--- src/cbid_pkg.sv ---
`default_nettype none
package cbid_pkg;
	// operation codes
	typedef enum logic [3:0] {
		CBID_OP_NONE   = 4'h0,
		CBID_OP_DECADD = 4'h1, // decimal_add
		CBID_OP_SUB1   = 4'h2, // subtract_one
		CBID_OP_SUB2   = 4'h3, // subtract_two
		CBID_OP_ADD1   = 4'h4, // add_one
		CBID_OP_ADD2   = 4'h5, // add_two
		CBID_OP_CPL    = 4'h6, // bitwise_complement
		CBID_OP_IRQDIS = 4'h7, // global_irq_disable
		CBID_OP_IRQEN  = 4'h8  // global_irq_enable_op
	} cbid_op_e;

	// status_word bit positions
	localparam int SW_C        = 0;
	localparam int SW_Z        = 1;
	localparam int SW_N        = 2;
	localparam int SW_IRQEN    = 3; // global_irq_enable
	localparam int SW_CORE_OFF = 4; // core_off_bit
	localparam int SW_OSC_OFF  = 5; // oscillator_off_bit
	localparam int SW_V        = 8;
	localparam logic [15:0] SW_IRQEN_MASK = 16'h0008;
	localparam logic [15:0] SW_RESET    = 16'h0000;

	// ahb register map (byte addresses)
	localparam logic [7:0] A_CTRL   = 8'h00; // w: op[3:0], byte[4], go[8]
	localparam logic [7:0] A_SRC    = 8'h04;
	localparam logic [7:0] A_DST    = 8'h08;
	localparam logic [7:0] A_RES    = 8'h0c; // r: result
	localparam logic [7:0] A_SW     = 8'h10; // rw: status_word
	localparam logic [7:0] A_IRQ    = 8'h14; // r: irq_accept_ok[0]
	localparam int CTRL_BYTE = 4;
	localparam int CTRL_GO   = 8;

	// one operation request
	typedef struct packed {
		cbid_op_e    op;
		logic        byte_mode;
		logic [15:0] src;
		logic [15:0] dst;
	} cbid_req_s;
endpackage : cbid_pkg
`default_nettype wire

--- src/cbid_core.sv ---
// Implementation choices: the placing of the registers and the AHB-Lite slave port.
`timescale 1ns/1ps
`default_nettype none
// ==========================================
// overview
// ==========================================
// Overview of operation
// - decimal_add operands are packed bcd digits
// - decimal_add sums source, destination and carry
// - carry set when decimal sum overflows width
// - decimal_add: n from msb, z zero, v undefined
// - subtract_one: z if dst 1, c unless 0
// - subtract_one overflow only at most negative value
// - subtract_two: z if dst 2, c unless 0/1
// - subtract_two overflow at two most negative values
// - increments, decrements, complement set n from sign
// - global_irq_disable clears only enable bit
// - interrupt still accepted one boundary after disable
// - global_irq_enable_op sets enable, flags untouched
// - instruction after enable runs before interrupt
// - mode bits untouched by these operations
// - add_one: c and z when dst all ones
// - add_one overflow only at largest positive value
// - add_two carry at top two, z at fe
// - add_two overflow at two largest positive values
// - bitwise_complement is xor with all ones
module cbid_core (
	input  wire logic        clk_i,
	input  wire logic        rst_i,
	input  wire logic [31:0] haddr,
	input  wire logic [1:0]  htrans,
	input  wire logic        hwrite,
	input  wire logic [2:0]  hsize,
	input  wire logic [31:0] hwdata,
	input  wire logic        hsel,
	input  wire logic        hready,
	output logic      [31:0] hrdata,
	output logic             hreadyout,
	output logic             hresp,
	output logic             irq_accept_ok_o, // core may take an interrupt at this boundary
	output logic      [15:0] status_word_o
);
	// ==========================================
	// bus address phase capture
	// ==========================================
	logic        wr_pend_r;  // write data phase pending
	logic [7:0]  addr_r;     // captured address
	logic        acc;        // valid access
	assign acc       = hsel && hready && htrans[1];
	assign hreadyout = 1'b1; // zero wait states
	assign hresp     = 1'b0; // always okay

	// address phase capture; write data follows one cycle later
	always_ff @(posedge clk_i) begin
		if (rst_i) begin
			wr_pend_r <= 1'b0;
			addr_r    <= 8'h00;
		end else begin
			wr_pend_r <= acc && hwrite;
			if (acc) begin
				addr_r <= haddr[7:0];
			end
		end
	end

	// ==========================================
	// request registers
	// ==========================================
	cbid_pkg::cbid_req_s req_r;   // operation request
	logic                go;      // start pulse from ctrl write
	assign go = wr_pend_r && (addr_r == cbid_pkg::A_CTRL) && hwdata[cbid_pkg::CTRL_GO];

	// operand and operation registers, written in the data phase
	// go acts on the op latched by an earlier control write
	always_ff @(posedge clk_i) begin
		if (rst_i) begin
			req_r <= '{op: cbid_pkg::CBID_OP_NONE, byte_mode: 1'b0, src: 16'h0000, dst: 16'h0000};
		end else if (wr_pend_r) begin
			unique case (addr_r)
				cbid_pkg::A_CTRL: begin
					req_r.op        <= cbid_pkg::cbid_op_e'(hwdata[3:0]);
					req_r.byte_mode <= hwdata[cbid_pkg::CTRL_BYTE];
				end
				cbid_pkg::A_SRC: req_r.src <= hwdata[15:0];
				cbid_pkg::A_DST: req_r.dst <= hwdata[15:0];
				default: ;
			endcase
		end
	end

	// ==========================================
	// datapath
	// ==========================================
	logic [15:0] sw_r;      // status_word
	logic [15:0] res_r;     // last result
	logic [15:0] d;         // operand, byte form masked
	logic [15:0] s;         // source, byte form masked
	logic [15:0] res;       // combinational result
	logic [15:0] msk;       // width mask
	logic        bm;        // byte mode
	logic        c_n, z_n, n_n, v_n;
	logic        bcd_c;     // decimal carry chain
	logic [4:0]  dig;       // one digit sum
	logic [15:0] top;       // sign bit mask

	// one combinational pass gives result and next flags
	// byte form masks operands first, so bit 7 is the sign
	always_comb begin
		bm    = req_r.byte_mode;
		msk   = bm ? 16'h00ff : 16'hffff;
		top   = bm ? 16'h0080 : 16'h8000;
		d     = req_r.dst & msk;
		s     = req_r.src & msk;
		res   = d;
		c_n   = sw_r[cbid_pkg::SW_C];
		z_n   = sw_r[cbid_pkg::SW_Z];
		n_n   = sw_r[cbid_pkg::SW_N];
		v_n   = sw_r[cbid_pkg::SW_V];
		bcd_c = sw_r[cbid_pkg::SW_C];
		dig   = 5'h00;
		unique case (req_r.op)
			cbid_pkg::CBID_OP_DECADD: begin
				// digit-wise bcd add with carry
				for (int i = 0; i < 4; i++) begin
					dig = {1'b0, d[i*4 +: 4]} + {1'b0, s[i*4 +: 4]} + {4'h0, bcd_c};
					if (dig > 5'h09) begin
						dig = dig + 5'h06;
					end
					res[i*4 +: 4] = dig[3:0];
					bcd_c = dig[4];
					if (bm && i == 1) begin
						break;
					end
				end
				res = res & msk;
				c_n = bcd_c;
				v_n = sw_r[cbid_pkg::SW_V];     // undefined: left as is
			end
			cbid_pkg::CBID_OP_SUB1: begin
				res = (d - 16'h0001) & msk;
				c_n = (d != 16'h0000);
				v_n = (d == top);
			end
			cbid_pkg::CBID_OP_SUB2: begin
				res = (d - 16'h0002) & msk;
				c_n = (d > 16'h0001);
				v_n = (d == top) || (d == (top | 16'h0001));
			end
			cbid_pkg::CBID_OP_ADD1: begin
				res = (d + 16'h0001) & msk;
				c_n = (d == msk);
				v_n = (d == (top - 16'h0001));
			end
			cbid_pkg::CBID_OP_ADD2: begin
				res = (d + 16'h0002) & msk;
				c_n = (d >= (msk - 16'h0001));
				v_n = (d == (top - 16'h0001)) || (d == (top - 16'h0002));
			end
			cbid_pkg::CBID_OP_CPL: begin
				res = d ^ msk;
				c_n = (res != 16'h0000);
				v_n = ((d & top) != 16'h0000);
			end
			default: ;
		endcase
		n_n = ((res & top) != 16'h0000);
		z_n = (res == 16'h0000);
	end

	// operations that touch the result and the arithmetic flags
	logic is_arith;
	assign is_arith = (req_r.op inside {cbid_pkg::CBID_OP_DECADD, cbid_pkg::CBID_OP_SUB1,
		cbid_pkg::CBID_OP_SUB2, cbid_pkg::CBID_OP_ADD1, cbid_pkg::CBID_OP_ADD2, cbid_pkg::CBID_OP_CPL});

	// status word and result update
	always_ff @(posedge clk_i) begin
		if (rst_i) begin
			sw_r  <= cbid_pkg::SW_RESET;
			res_r <= 16'h0000;
		end else if (go) begin
			if (is_arith) begin
				// only arithmetic flags change; mode bits kept
				res_r <= res;
				sw_r[cbid_pkg::SW_C] <= c_n;
				sw_r[cbid_pkg::SW_Z] <= z_n;
				sw_r[cbid_pkg::SW_N] <= n_n;
				sw_r[cbid_pkg::SW_V] <= v_n;
			end else if (req_r.op == cbid_pkg::CBID_OP_IRQDIS) begin
				sw_r <= sw_r & ~cbid_pkg::SW_IRQEN_MASK;
			end else if (req_r.op == cbid_pkg::CBID_OP_IRQEN) begin
				sw_r <= sw_r | cbid_pkg::SW_IRQEN_MASK;
			end
		end else if (wr_pend_r && addr_r == cbid_pkg::A_SW) begin
			sw_r <= hwdata[15:0];
		end
	end

	// ==========================================
	// interrupt boundary timing
	// ==========================================
	// after enable: next instruction runs first, so hold off one go
	// after disable: old enable still honoured for one boundary
	logic hold_r;  // block acceptance until next instruction completes
	logic late_r;  // enable still in effect one boundary after disable
	always_ff @(posedge clk_i) begin
		if (rst_i) begin
			hold_r <= 1'b0;
			late_r <= 1'b0;
		end else if (go) begin
			hold_r <= (req_r.op == cbid_pkg::CBID_OP_IRQEN);
			late_r <= (req_r.op == cbid_pkg::CBID_OP_IRQDIS) && sw_r[cbid_pkg::SW_IRQEN];
		end
	end
	assign irq_accept_ok_o = ((sw_r[cbid_pkg::SW_IRQEN] && !hold_r) || late_r);
	assign status_word_o   = sw_r;

	// ==========================================
	// read data
	// ==========================================
	// read mux on the address captured in the address phase
	// zero wait states, so it stands through the whole data phase
	always_comb begin
		hrdata = 32'h0000_0000;
		unique case (addr_r)
			cbid_pkg::A_CTRL: hrdata = {27'h0, req_r.byte_mode, req_r.op};
			cbid_pkg::A_SRC:  hrdata = {16'h0000, req_r.src};
			cbid_pkg::A_DST:  hrdata = {16'h0000, req_r.dst};
			cbid_pkg::A_RES:  hrdata = {16'h0000, res_r};
			cbid_pkg::A_SW:   hrdata = {16'h0000, sw_r};
			cbid_pkg::A_IRQ:  hrdata = {31'h0, irq_accept_ok_o};
			default:          hrdata = 32'h0000_0000;
		endcase
	end

	// ==========================================
	// assertions
	// ==========================================
	property p_dis_clears;
		@(posedge clk_i) disable iff (rst_i)
		go && req_r.op == cbid_pkg::CBID_OP_IRQDIS |=> !sw_r[cbid_pkg::SW_IRQEN];
	endproperty
	a_dis_clears: assert property (p_dis_clears) else $error("irq enable not cleared");

	property p_en_sets;
		@(posedge clk_i) disable iff (rst_i)
		go && req_r.op == cbid_pkg::CBID_OP_IRQEN |=> sw_r[cbid_pkg::SW_IRQEN] && !irq_accept_ok_o;
	endproperty
	a_en_sets: assert property (p_en_sets) else $error("enable timing wrong");

	property p_mode_kept;
		@(posedge clk_i) disable iff (rst_i)
		go && is_arith |=> sw_r[cbid_pkg::SW_IRQEN] == $past(sw_r[cbid_pkg::SW_IRQEN])
			&& sw_r[cbid_pkg::SW_CORE_OFF] == $past(sw_r[cbid_pkg::SW_CORE_OFF])
			&& sw_r[cbid_pkg::SW_OSC_OFF] == $past(sw_r[cbid_pkg::SW_OSC_OFF]);
	endproperty
	a_mode_kept: assert property (p_mode_kept) else $error("mode bit changed");

	property p_sub1_v;
		@(posedge clk_i) disable iff (rst_i)
		go && req_r.op == cbid_pkg::CBID_OP_SUB1 |=> sw_r[cbid_pkg::SW_V] == ($past(d) == $past(top));
	endproperty
	a_sub1_v: assert property (p_sub1_v) else $error("sub1 overflow wrong");

	property p_add1_cz;
		@(posedge clk_i) disable iff (rst_i)
		go && req_r.op == cbid_pkg::CBID_OP_ADD1 && d == msk |=> sw_r[cbid_pkg::SW_C] && sw_r[cbid_pkg::SW_Z];
	endproperty
	a_add1_cz: assert property (p_add1_cz) else $error("add1 wrap flags wrong");

	property p_cpl;
		@(posedge clk_i) disable iff (rst_i)
		go && req_r.op == cbid_pkg::CBID_OP_CPL |=> res_r == ($past(d) ^ $past(msk));
	endproperty
	a_cpl: assert property (p_cpl) else $error("complement wrong");

	property p_byte_hi;
		@(posedge clk_i) disable iff (rst_i)
		go && is_arith && bm |=> res_r[15:8] == 8'h00;
	endproperty
	a_byte_hi: assert property (p_byte_hi) else $error("byte result high bits set");

	property p_sub2_c;
		@(posedge clk_i) disable iff (rst_i)
		go && req_r.op == cbid_pkg::CBID_OP_SUB2 && d < 16'h0002 |=> !sw_r[cbid_pkg::SW_C];
	endproperty
	a_sub2_c: assert property (p_sub2_c) else $error("sub2 carry wrong");

	property p_late;
		@(posedge clk_i) disable iff (rst_i)
		go && req_r.op == cbid_pkg::CBID_OP_IRQDIS && sw_r[cbid_pkg::SW_IRQEN] |=> irq_accept_ok_o;
	endproperty
	a_late: assert property (p_late) else $error("late accept missing");

	// ==========================================
	// flag checks against fixed thresholds, the stored result and the prior status word
	// ==========================================
	// binary value of the decimal sum, used only to judge the carry
	logic [15:0] chk_dsum;   // operand digits plus carry, as a number
	logic        chk_bcd_ok; // every operand digit is 0..9
	always_comb begin
		chk_dsum = 16'(d[15:12]) * 16'h03e8 + 16'(d[11:8]) * 16'h0064 + 16'(d[7:4]) * 16'h000a + 16'(d[3:0])
			+ 16'(s[15:12]) * 16'h03e8 + 16'(s[11:8]) * 16'h0064 + 16'(s[7:4]) * 16'h000a + 16'(s[3:0])
			+ 16'(sw_r[cbid_pkg::SW_C]);
		chk_bcd_ok = 1'b1;
		for (int i = 0; i < 4; i++) begin
			if (d[i*4 +: 4] > 4'h9 || s[i*4 +: 4] > 4'h9) begin
				chk_bcd_ok = 1'b0;
			end
		end
	end

	property p_decadd_c;
		@(posedge clk_i) disable iff (rst_i)
		go && req_r.op == cbid_pkg::CBID_OP_DECADD && chk_bcd_ok
			|=> sw_r[cbid_pkg::SW_C] == ($past(chk_dsum) > ($past(bm) ? 16'h0063 : 16'h270f));
	endproperty
	a_decadd_c: assert property (p_decadd_c) else $error("decimal carry wrong");

	property p_decadd_v;
		@(posedge clk_i) disable iff (rst_i)
		go && req_r.op == cbid_pkg::CBID_OP_DECADD
			|=> sw_r[cbid_pkg::SW_V] == $past(sw_r[cbid_pkg::SW_V]);
	endproperty
	a_decadd_v: assert property (p_decadd_v) else $error("decimal overflow flag moved");

	property p_sub1_cz;
		@(posedge clk_i) disable iff (rst_i)
		go && req_r.op == cbid_pkg::CBID_OP_SUB1 |=> sw_r[cbid_pkg::SW_Z] == ($past(d) == 16'h0001)
			&& sw_r[cbid_pkg::SW_C] == ($past(d) != 16'h0000);
	endproperty
	a_sub1_cz: assert property (p_sub1_cz) else $error("sub1 zero or carry wrong");

	property p_sub2_v;
		@(posedge clk_i) disable iff (rst_i)
		go && req_r.op == cbid_pkg::CBID_OP_SUB2 |=> sw_r[cbid_pkg::SW_V] == ($past(bm)
			? ($past(d) == 16'h0080 || $past(d) == 16'h0081) : ($past(d) == 16'h8000 || $past(d) == 16'h8001));
	endproperty
	a_sub2_v: assert property (p_sub2_v) else $error("sub2 overflow wrong");

	property p_add1_v;
		@(posedge clk_i) disable iff (rst_i)
		go && req_r.op == cbid_pkg::CBID_OP_ADD1
			|=> sw_r[cbid_pkg::SW_V] == ($past(bm) ? ($past(d) == 16'h007f) : ($past(d) == 16'h7fff));
	endproperty
	a_add1_v: assert property (p_add1_v) else $error("add1 overflow wrong");

	property p_add2_cz;
		@(posedge clk_i) disable iff (rst_i)
		go && req_r.op == cbid_pkg::CBID_OP_ADD2
			|=> sw_r[cbid_pkg::SW_C] == ($past(bm) ? ($past(d) >= 16'h00fe) : ($past(d) >= 16'hfffe))
			&& sw_r[cbid_pkg::SW_Z] == ($past(bm) ? ($past(d) == 16'h00fe) : ($past(d) == 16'hfffe));
	endproperty
	a_add2_cz: assert property (p_add2_cz) else $error("add2 carry or zero wrong");

	property p_add2_v;
		@(posedge clk_i) disable iff (rst_i)
		go && req_r.op == cbid_pkg::CBID_OP_ADD2 |=> sw_r[cbid_pkg::SW_V] == ($past(bm)
			? ($past(d) == 16'h007e || $past(d) == 16'h007f) : ($past(d) == 16'h7ffe || $past(d) == 16'h7fff));
	endproperty
	a_add2_v: assert property (p_add2_v) else $error("add2 overflow wrong");

	property p_nz;
		@(posedge clk_i) disable iff (rst_i)
		go && is_arith |=> sw_r[cbid_pkg::SW_N] == ($past(bm) ? res_r[7] : res_r[15])
			&& sw_r[cbid_pkg::SW_Z] == (res_r == 16'h0000);
	endproperty
	a_nz: assert property (p_nz) else $error("sign or zero flag wrong");

	property p_en_flags;
		@(posedge clk_i) disable iff (rst_i)
		go && req_r.op == cbid_pkg::CBID_OP_IRQEN
			|=> (sw_r & ~cbid_pkg::SW_IRQEN_MASK) == ($past(sw_r) & ~cbid_pkg::SW_IRQEN_MASK);
	endproperty
	a_en_flags: assert property (p_en_flags) else $error("enable touched other bits");

	property p_dis_keep;
		@(posedge clk_i) disable iff (rst_i)
		go && req_r.op == cbid_pkg::CBID_OP_IRQDIS
			|=> (sw_r & ~cbid_pkg::SW_IRQEN_MASK) == ($past(sw_r) & ~cbid_pkg::SW_IRQEN_MASK);
	endproperty
	a_dis_keep: assert property (p_dis_keep) else $error("disable touched other bits");

	c_decadd: cover property (@(posedge clk_i) disable iff (rst_i) go && req_r.op == cbid_pkg::CBID_OP_DECADD);
	c_en:     cover property (@(posedge clk_i) disable iff (rst_i) go && req_r.op == cbid_pkg::CBID_OP_IRQEN);
	c_v:      cover property (@(posedge clk_i) disable iff (rst_i) go && is_arith ##1 sw_r[cbid_pkg::SW_V]);
	c_dis:    cover property (@(posedge clk_i) disable iff (rst_i)
		go && req_r.op == cbid_pkg::CBID_OP_IRQDIS && sw_r[cbid_pkg::SW_IRQEN]);
	c_byte:   cover property (@(posedge clk_i) disable iff (rst_i) go && is_arith && bm);
endmodule : cbid_core
`default_nettype wire

--- config.mk ---
export PLATFORM = sky130hd
export DESIGN_NAME = cbid_core
export DESIGN_NICKNAME = d
export VERILOG_FILES = /design/src/cbid_pkg.sv /design/src/cbid_core.sv
export SDC_FILE = /design/constraint.sdc
export NUM_CORES = 1
export LEC_CHECK = 0
export BUFFER_PORTS_ARGS = -buffer_cell sky130_fd_sc_hd__buf_2
export CAP_MARGIN = 20
export CORE_MARGIN = 2
export CORE_UTILIZATION = 55
export CTS_CLUSTER_DIAMETER = 60
export DETAILED_ROUTE_END_ITERATION = 16
export PLACE_DENSITY_LB_ADDON = 0.08
export SLEW_MARGIN = 40
export SYNTH_ARGS = -nofsm -noshare
export SYNTH_HDL_FRONTEND = slang
export SYNTH_SLANG_ARGS = --single-unit
--- constraint.sdc ---
create_clock -name clk_i -period 13.4 [get_ports clk_i]
set_input_delay 0 -clock clk_i [delete_from_list [all_inputs] [get_ports clk_i]]
set_output_delay 0 -clock clk_i [all_outputs]
set_load 0.05 [all_outputs]
==> results of run 1 <==
==> registers in the layout (all words and copies together) (netlist names) <==
name and flops:
req_r 36, res_r 16, status_word_o 16, addr_r 8
bm 1, hold_r 1, late_r 1, wr_pend_r 1
==> layer usage <==
| layer | routed length (um) | global-route usage | part of all wire |
|---|---|---|---|
| met5 | 0 | 0 | 0 |
| met4 | 683 | 0.114 | 0.030 |
| met3 | 1830 | 0.0431 | 0.080 |
| met2 | 10300 | 0.514 | 0.45 |
| met1 | 9970 | 0.438 | 0.44 |
==> report_power, final <==
part           switching, mW  total, mW  internal, mW  leakage [nW]
clock                 0.0944      0.224         0.130         0.128
combinational         0.0362     0.0524        0.0162          2.66
sequential           0.00147      0.241         0.239         0.646
total                  0.132      0.517         0.385          3.43
==> critical path: cells and delay by family (launching register included) <==
family / cells / cell delay (ns)
fa+ha+maj: 8 / 3.26
simple gates: 9 / 2.37
xor+xnor: 6 / 1.47
compound gates: 3 / 0.68
flops: 1 / 0.50
buf+inv: 4 / 0.34
mux: 1 / 0.23
==> worst max-delay path by stage <==
stage,end,cells past startpoint,from
global placement,status_word_o[1],31,req_r[0]
CTS,status_word_o[1],31,req_r[0]
finish,status_word_o[1],31,req_r[0]
global route,status_word_o[1],31,req_r[0]
floorplan,status_word_o[1],31,status_word_o[0]
detailed placement,status_word_o[1],31,req_r[0]
==> repair_timing <==
action	4_1_cts	5_1_grt
gates resized for setup	0	0
hold buffers	25	0
hold endpoints to repair	54	0
==> cell families (layout without fill, tap and decap cells) <==
group           count (synthesis)  after routing  share of synthesized area
compound gates                249            249                      0.230
other cells                     2             18                    0.00103
xor+xnor                       31             31                     0.0374
buf+inv                       114            145                     0.0765
flops                          80             80                      0.221
fa+ha+maj                      42             42                     0.0817
mux                            64             64                     0.0988
simple gates                  366            366                      0.254
==> metrics by stage <==
stage               cells   util  instance area, um^2  worst slack [ns]
finish               1167  0.628                 8020              4.44
global route         1167  0.628                 8020              4.05
CTS                  1167  0.628                 8020              4.54
detailed placement   1126  0.586                 7490              4.60
global placement     1126  0.586                 7480              4.81
floorplan             964      -                 7320              5.61
==> final cells by class <==
class,instances,area [um^2]
multi-input combinational,770,5170
fill,1168,4750
sequential,80,1600
timing repair buffer,97,636
clock buffer,11,243
tap,172,215
inverter,32,120
clock inverter,5,32.5
==> layout by cell type (no fill, tap or decap), types with 8 or more instances in the layout <==
master,n
a22oi_1,17
o21ai_0,39
o2111ai_1,8
dfxtp_1,78
nand3_1,21
inv_1,32
conb_1,18
nor4_1,8
or4_1,8
clkbuf_16,9
o22ai_1,8
mux2i_1,48
dlygate4sd3_1,25
fa_1,9
buf_4,10
nor2_1,82
nand2_1,128
nand4_1,10
or3_1,10
nor3_1,21
buf_2,62
ha_1,33
a21o_1,8
xnor2_1,13
a21oi_1,81
nor2b_1,18
mux2_2,11
xor2_1,18
and2_1,8
==> run metrics, run 1 <==
CP Capture Type flip-flop; actual slew at the worst max-slew pin 0.892 ns; via count 7,386; R2R depth 31; CP required 13.65 ns; DRT Wirelength 22,800 um; Synth area leaders dfxtp_1 22%, nand2_1 6.7%, mux2i_1 6.6%; latest clock arrival within the worst-skew pair 0.34 ns; Reg clk slew, reported paths 0.06 ns; outcome finished, final reports clean; Power Density 64.5 nW/um^2; area grow syn2layout 10.5%; largest net degree at the start of global routing 82; site row count 41; Final Hold Fails 0; Worst path most repeated cell fa_1; clock root cell clkbuf_16; Cells after Synth 948; port buffer count 62; Slew Viols, Final 0; Netlist Area Pre-Place 7260 um^2; core area 12,800 um^2; H-Tree Level Count 3; layout cell share with drive strength beyond 1 0.137; share of the synthesized area in the top cell type 0.221; critical path class reg2reg; via/cell ratio 6.33; Post-DRT Antenna Nets 0; GRT Util Overall 0.319; vias in the first global route 6,974; crit path max fanout 12; DIE WIDTH 119 um; CTS tree done; Yosys cell types 85; largest stage delay on the critical path 0.60 ns; Initial Utilization 0.568; Primary FF master, synth dfxtp_1; Hold Slack 0.141 ns; synth warn 0; grt ovf 0; Period Utilization, post-route 0.669; sequential element share of the synthesized area 0.221; Slew HR 0.405; Inserted Clock Buffers 9; HPWL Detailed 16,800 um; FF+latch count, synth 80; RR Startpoint req_r[0]; crit start category flip-flop; WHS Endpoint wr_pend_r; total negative setup slack 0 ns; Pre-antenna DRT Iters 5; EDFF count, synth 0; first-pass GRT wire length 36,400 um; die outline area 14,100 um^2; Max Clock Freq 112 MHz; Residual DRC 0; Setup Skew 0.00931 ns; number of antenna diodes 0; hold path depth 3; asr flop ratio synth 0; initial antenna violation count 0; flop-to-flop setup slack 4.44 ns; min-delay src hready; Setup Fix Bufs, Post-CTS 0; syn avg cell area 7.66 um^2; GPL Wtd Cong 0.969; WL/cell 19.5 um; worst-case clock buffer depth 2; DIE HEIGHT 119 um; Final Setup Violations 0; Leak 3.43 nW; Critical Path AT 9.21 ns; Worst R2R End status_word_o[1]; total of max-cap violations 0; Post-synth top cells 129 x nand2_1, 82 x nor2_1, 81 x a21oi_1, 80 x dfxtp_1, 48 x mux2i_1; clock sinks 80; Min Clock Period, post-route 8.96 ns; total power draw 0.517 mW; DRT iter0 DRCs 571; CP max stage cell or4_1; Synth area leader dfxtp_1; I/O pin cnt 125; most common cell in the netlist nand2_1; RSZ-0062 raised after global routing no; Worst VDD drop 0.0853 mV; Min-Delay Path Class in2reg; nets 1,106
No activity file was read; power rests on OpenSTA's default activity.
==> inputs of run 2 (changes only) <==
--- a/config.mk
+++ b/config.mk
@@ -5,6 +5,7 @@
 export SDC_FILE = /design/constraint.sdc
 export NUM_CORES = 1
 export LEC_CHECK = 0
+export ABC_AREA = 1
 export BUFFER_PORTS_ARGS = -buffer_cell sky130_fd_sc_hd__buf_2
 export CAP_MARGIN = 20
 export CORE_MARGIN = 2
==> constraint.sdc (replaced) <==
create_clock -name clk_i -period 9 [get_ports clk_i]
set_input_delay 0 -clock clk_i [delete_from_list [all_inputs] [get_ports clk_i]]
set_output_delay 0 -clock clk_i [all_outputs]
set_load 0.05 [all_outputs]
==> run 2 against run 1 <==
Combinational power is 68% higher. Global-route usage is 0.062 points lower. Non-clock buffer count is 3 lower. Critical path depth is 9 higher. Area after synthesis is 0.74% lower. Setup slack worse by 3.2 ns. Critical endpoint unchanged. Register-to-register slack worse by 3.2 ns. Synthesized cell count is 29% higher.
==> run metrics, run 2 <==
outcome finished, final reports clean; site row count 41 (unchanged); share of the synthesized area in the top cell type 0.222 (+0.00165); max FFs per register 36 (unchanged); Period Utilization, post-route 0.867 (+0.199); RR Startpoint req_r[0]; Slew Viols, Final 0 (unchanged); min-delay src hwdata[8]; CP required 9.27 ns (-4.38 ns); grt ovf 0 (unchanged); Pre-antenna DRT Iters 5 (unchanged); PostCTS Resize Cnt 0 (unchanged); multi-input combinational cell area 4770 um^2 (-7.6%); Worst VDD drop 0.132 mV (+55%); layout cell share with drive strength beyond 1 0.0919 (-0.0448); clock sinks 80 (unchanged); worst-case clock buffer depth 2 (unchanged); Yosys cell types 41 (-52%); Primary FF master, synth dfxtp_1; core area 12,700 um^2 (-0.40%); DRT iter0 DRCs 638 (+12%); Inserted Clock Buffers 9 (unchanged); met1 Use GR 0.437 (-0.00103); utilization after layout 0.636 (+0.00774); CP Capture Type flip-flop; via count 8,153 (+10%); GPL Wtd Cong 0.973 (+0.49%); via/cell ratio 5.56 (-12%); H-Tree Level Count 3 (unchanged); Leak 4.00 nW (+17%); total negative setup slack 0 ns (unchanged); Top Usage Layer GRT met2; crit path max fanout 12 (unchanged); latest clock arrival within the worst-skew pair 0.33 ns (about the same); GRT Util Overall 0.319 (-0.000622); synth warn 0 (unchanged); WP buf/inv 6 (+2); Reg clk slew, reported paths 0.06 ns (about the same); total of max-cap violations 0 (unchanged); hold path depth 3 (unchanged); RSZ-0062 raised after global routing no; syn avg cell area 5.88 um^2 (-23%); die outline area 14,000 um^2 (-0.71%); Min Clock Period, post-route 7.80 ns (-1.15 ns); Critical Path AT 8.08 ns (-1.13 ns); critical path class reg2reg; most frequent cells in the layout 312 x nand2_1, 176 x nor2_1, 141 x inv_1; Final Hold Fails 0 (unchanged); port buffer count 62 (unchanged); I/O pin cnt 125 (unchanged); Final Setup Violations 0 (unchanged); most common cell in the netlist nand2_1; largest net degree at the start of global routing 54 (-34%); Setup Skew 0.00541 ns (-0.00390 ns); sequential element share of the synthesized area 0.222 (+0.00165); Synth area leader dfxtp_1; largest reg by FF count req_r; DIE WIDTH 118 um (-0.36%); Crit path max-delay family adder cells; Cells after Synth 1,225 (+29%); DRT Wirelength 22,300 um (-1.9%); FF+latch count, synth 80 (unchanged); area grow syn2layout 12.2%; commonest non-fill, non-tap cell in the layout nand2_1; WHS Endpoint status_word_o[8]; actual slew at the worst max-slew pin 0.762 ns (-0.130 ns); largest stage delay on the critical path 0.53 ns (-0.07 ns); nets 1,406 (+27%); met3 Use GR 0.0516 (+0.00854); Post-DRT Antenna Nets 0 (unchanged); first-pass GRT wire length 36,500 um (+0.38%); initial antenna violation count 0 (unchanged); Max Clock Freq 128 MHz (+15%); Synth area leaders dfxtp_1 22%, nand2_1 16%, nor2_1 9.3%; DIE HEIGHT 118 um (-0.36%); Worst R2R End status_word_o[1]; Register Area 1600 um^2 (-0.16%); filler instances 1,273 (+9.0%); Slew HR 0.491 (+0.0860); clock root cell clkbuf_16; CTS tree done; Post-synth top cells 312 x nand2_1, 178 x nor2_1, 142 x inv_1, 108 x nand3_1, 107 x o21ai_0; WL/cell 15.2 um (-22%); Power Density 100 nW/um^2 (+55%); EDFF count, synth 0 (unchanged); Min-Delay Path Class in2reg; crit start category flip-flop; R2R depth 40 (+29%); number of antenna diodes 0 (unchanged); met2 Use GR 0.521 (+0.00695); Netlist Area Pre-Place 7200 um^2 (-0.74%); HPWL Detailed 17,200 um (+2.2%); flop-to-flop setup slack 1.20 ns (-3.25 ns); vias in the first global route 7,356 (+5.5%); Worst path most repeated cell nand2_1; CP max stage cell fa_1; asr flop ratio synth 0 (unchanged); Residual DRC 0 (unchanged); Initial Utilization 0.566 (-0.00194)
[run 2: changes by cell type after synthesis, sizes merged, moves of 15 or more]
cell,previous run,this run
nor3,23,8
a22oi,17,1
nor2b,18,0
inv,32,152
clkbuf,43,23
mux2i,48,0
nand2,130,318
nand3,22,108
nor2,82,191
o21ai,40,108
[run 2: through the flow]
stage | cells | setup WS (ns) | hold WS [ns] | power (mW) | instance area (um^2)
6_report | 1467 | 1.20 | 0.0171 | 0.809 | 8090
5_1_grt | 1467 | 0.565 | 0.0325 | 0.837 | 8090
4_1_cts | 1467 | 1.23 | 0.0115 | 0.808 | 8090
3_5_place_dp | 1426 | 1.28 | 0.260 | 0.445 | 7530
3_3_place_gp | 1426 | 1.39 | 0.259 | 0.444 | 7530
2_1_floorplan | 1241 | 2.22 | 0.0785 | 0.431 | 7260
[run 2: timing repair]
action	CTS	global route
buffers inserted	0	0
hold endpoints to repair	41	0
hold buffers	25	0
[run 2: tightest hold or removal path, stage by stage]
cell      delay [ns]
buf_2           0.12
a21oi_1         0.13
a211oi_1        0.05
[run 2: final cells by class]
type	instances	area share
Clock inverter	3	0.00495
Sequential cell	80	0.198
Timing Repair Buffer	94	0.0758
Inverter	155	0.0720
Clock buffer	13	0.0322
Tap cell	172	0.0266
Multi-Input combinational cell	950	0.590
[run 2: worst max path at each step]
| stage | startpoint | to | slack (ns) | cells past startpoint |
|---|---|---|---|---|
| 4_1_cts | req_r[0] | status_word_o[1] | 1.23 | 40 |
| 3_5_place_dp | req_r[0] | status_word_o[1] | 1.28 | 41 |
| 5_1_grt | req_r[0] | status_word_o[1] | 0.57 | 41 |
| 6_report | req_r[0] | status_word_o[1] | 1.20 | 40 |
| 2_1_floorplan | status_word_o[0] | status_word_o[1] | 2.22 | 40 |
| 3_3_place_gp | req_r[0] | status_word_o[1] | 1.39 | 40 |
[run 2: logic make-up after synthesis]
group	count (synthesis)	share of synthesized area
XOR/XNOR	9	0.0109
adder cells (fa/ha/maj)	42	0.0823
buffers and inverters	211	0.124
AO/OA/AOI/OAI	234	0.180
AND/OR/NAND/NOR	647	0.380
flip-flops	80	0.222
other	2	0.00104
[run 2: power breakdown]
part | leakage (nW) | total [mW] | switching [mW] | internal (mW)
combinational | 3.21 | 0.0879 | 0.0625 | 0.0253
sequential | 0.645 | 0.360 | 0.00272 | 0.357
clock | 0.150 | 0.361 | 0.132 | 0.229
[run 2: metal layers]
| metal | part of all wire | wire, um |
|---|---|---|
| met1 | 0.44 | 9850 |
| met2 | 0.45 | 10100 |
| met3 | 0.090 | 2020 |
| met4 | 0.015 | 343 |
| met5 | 0 | 0 |
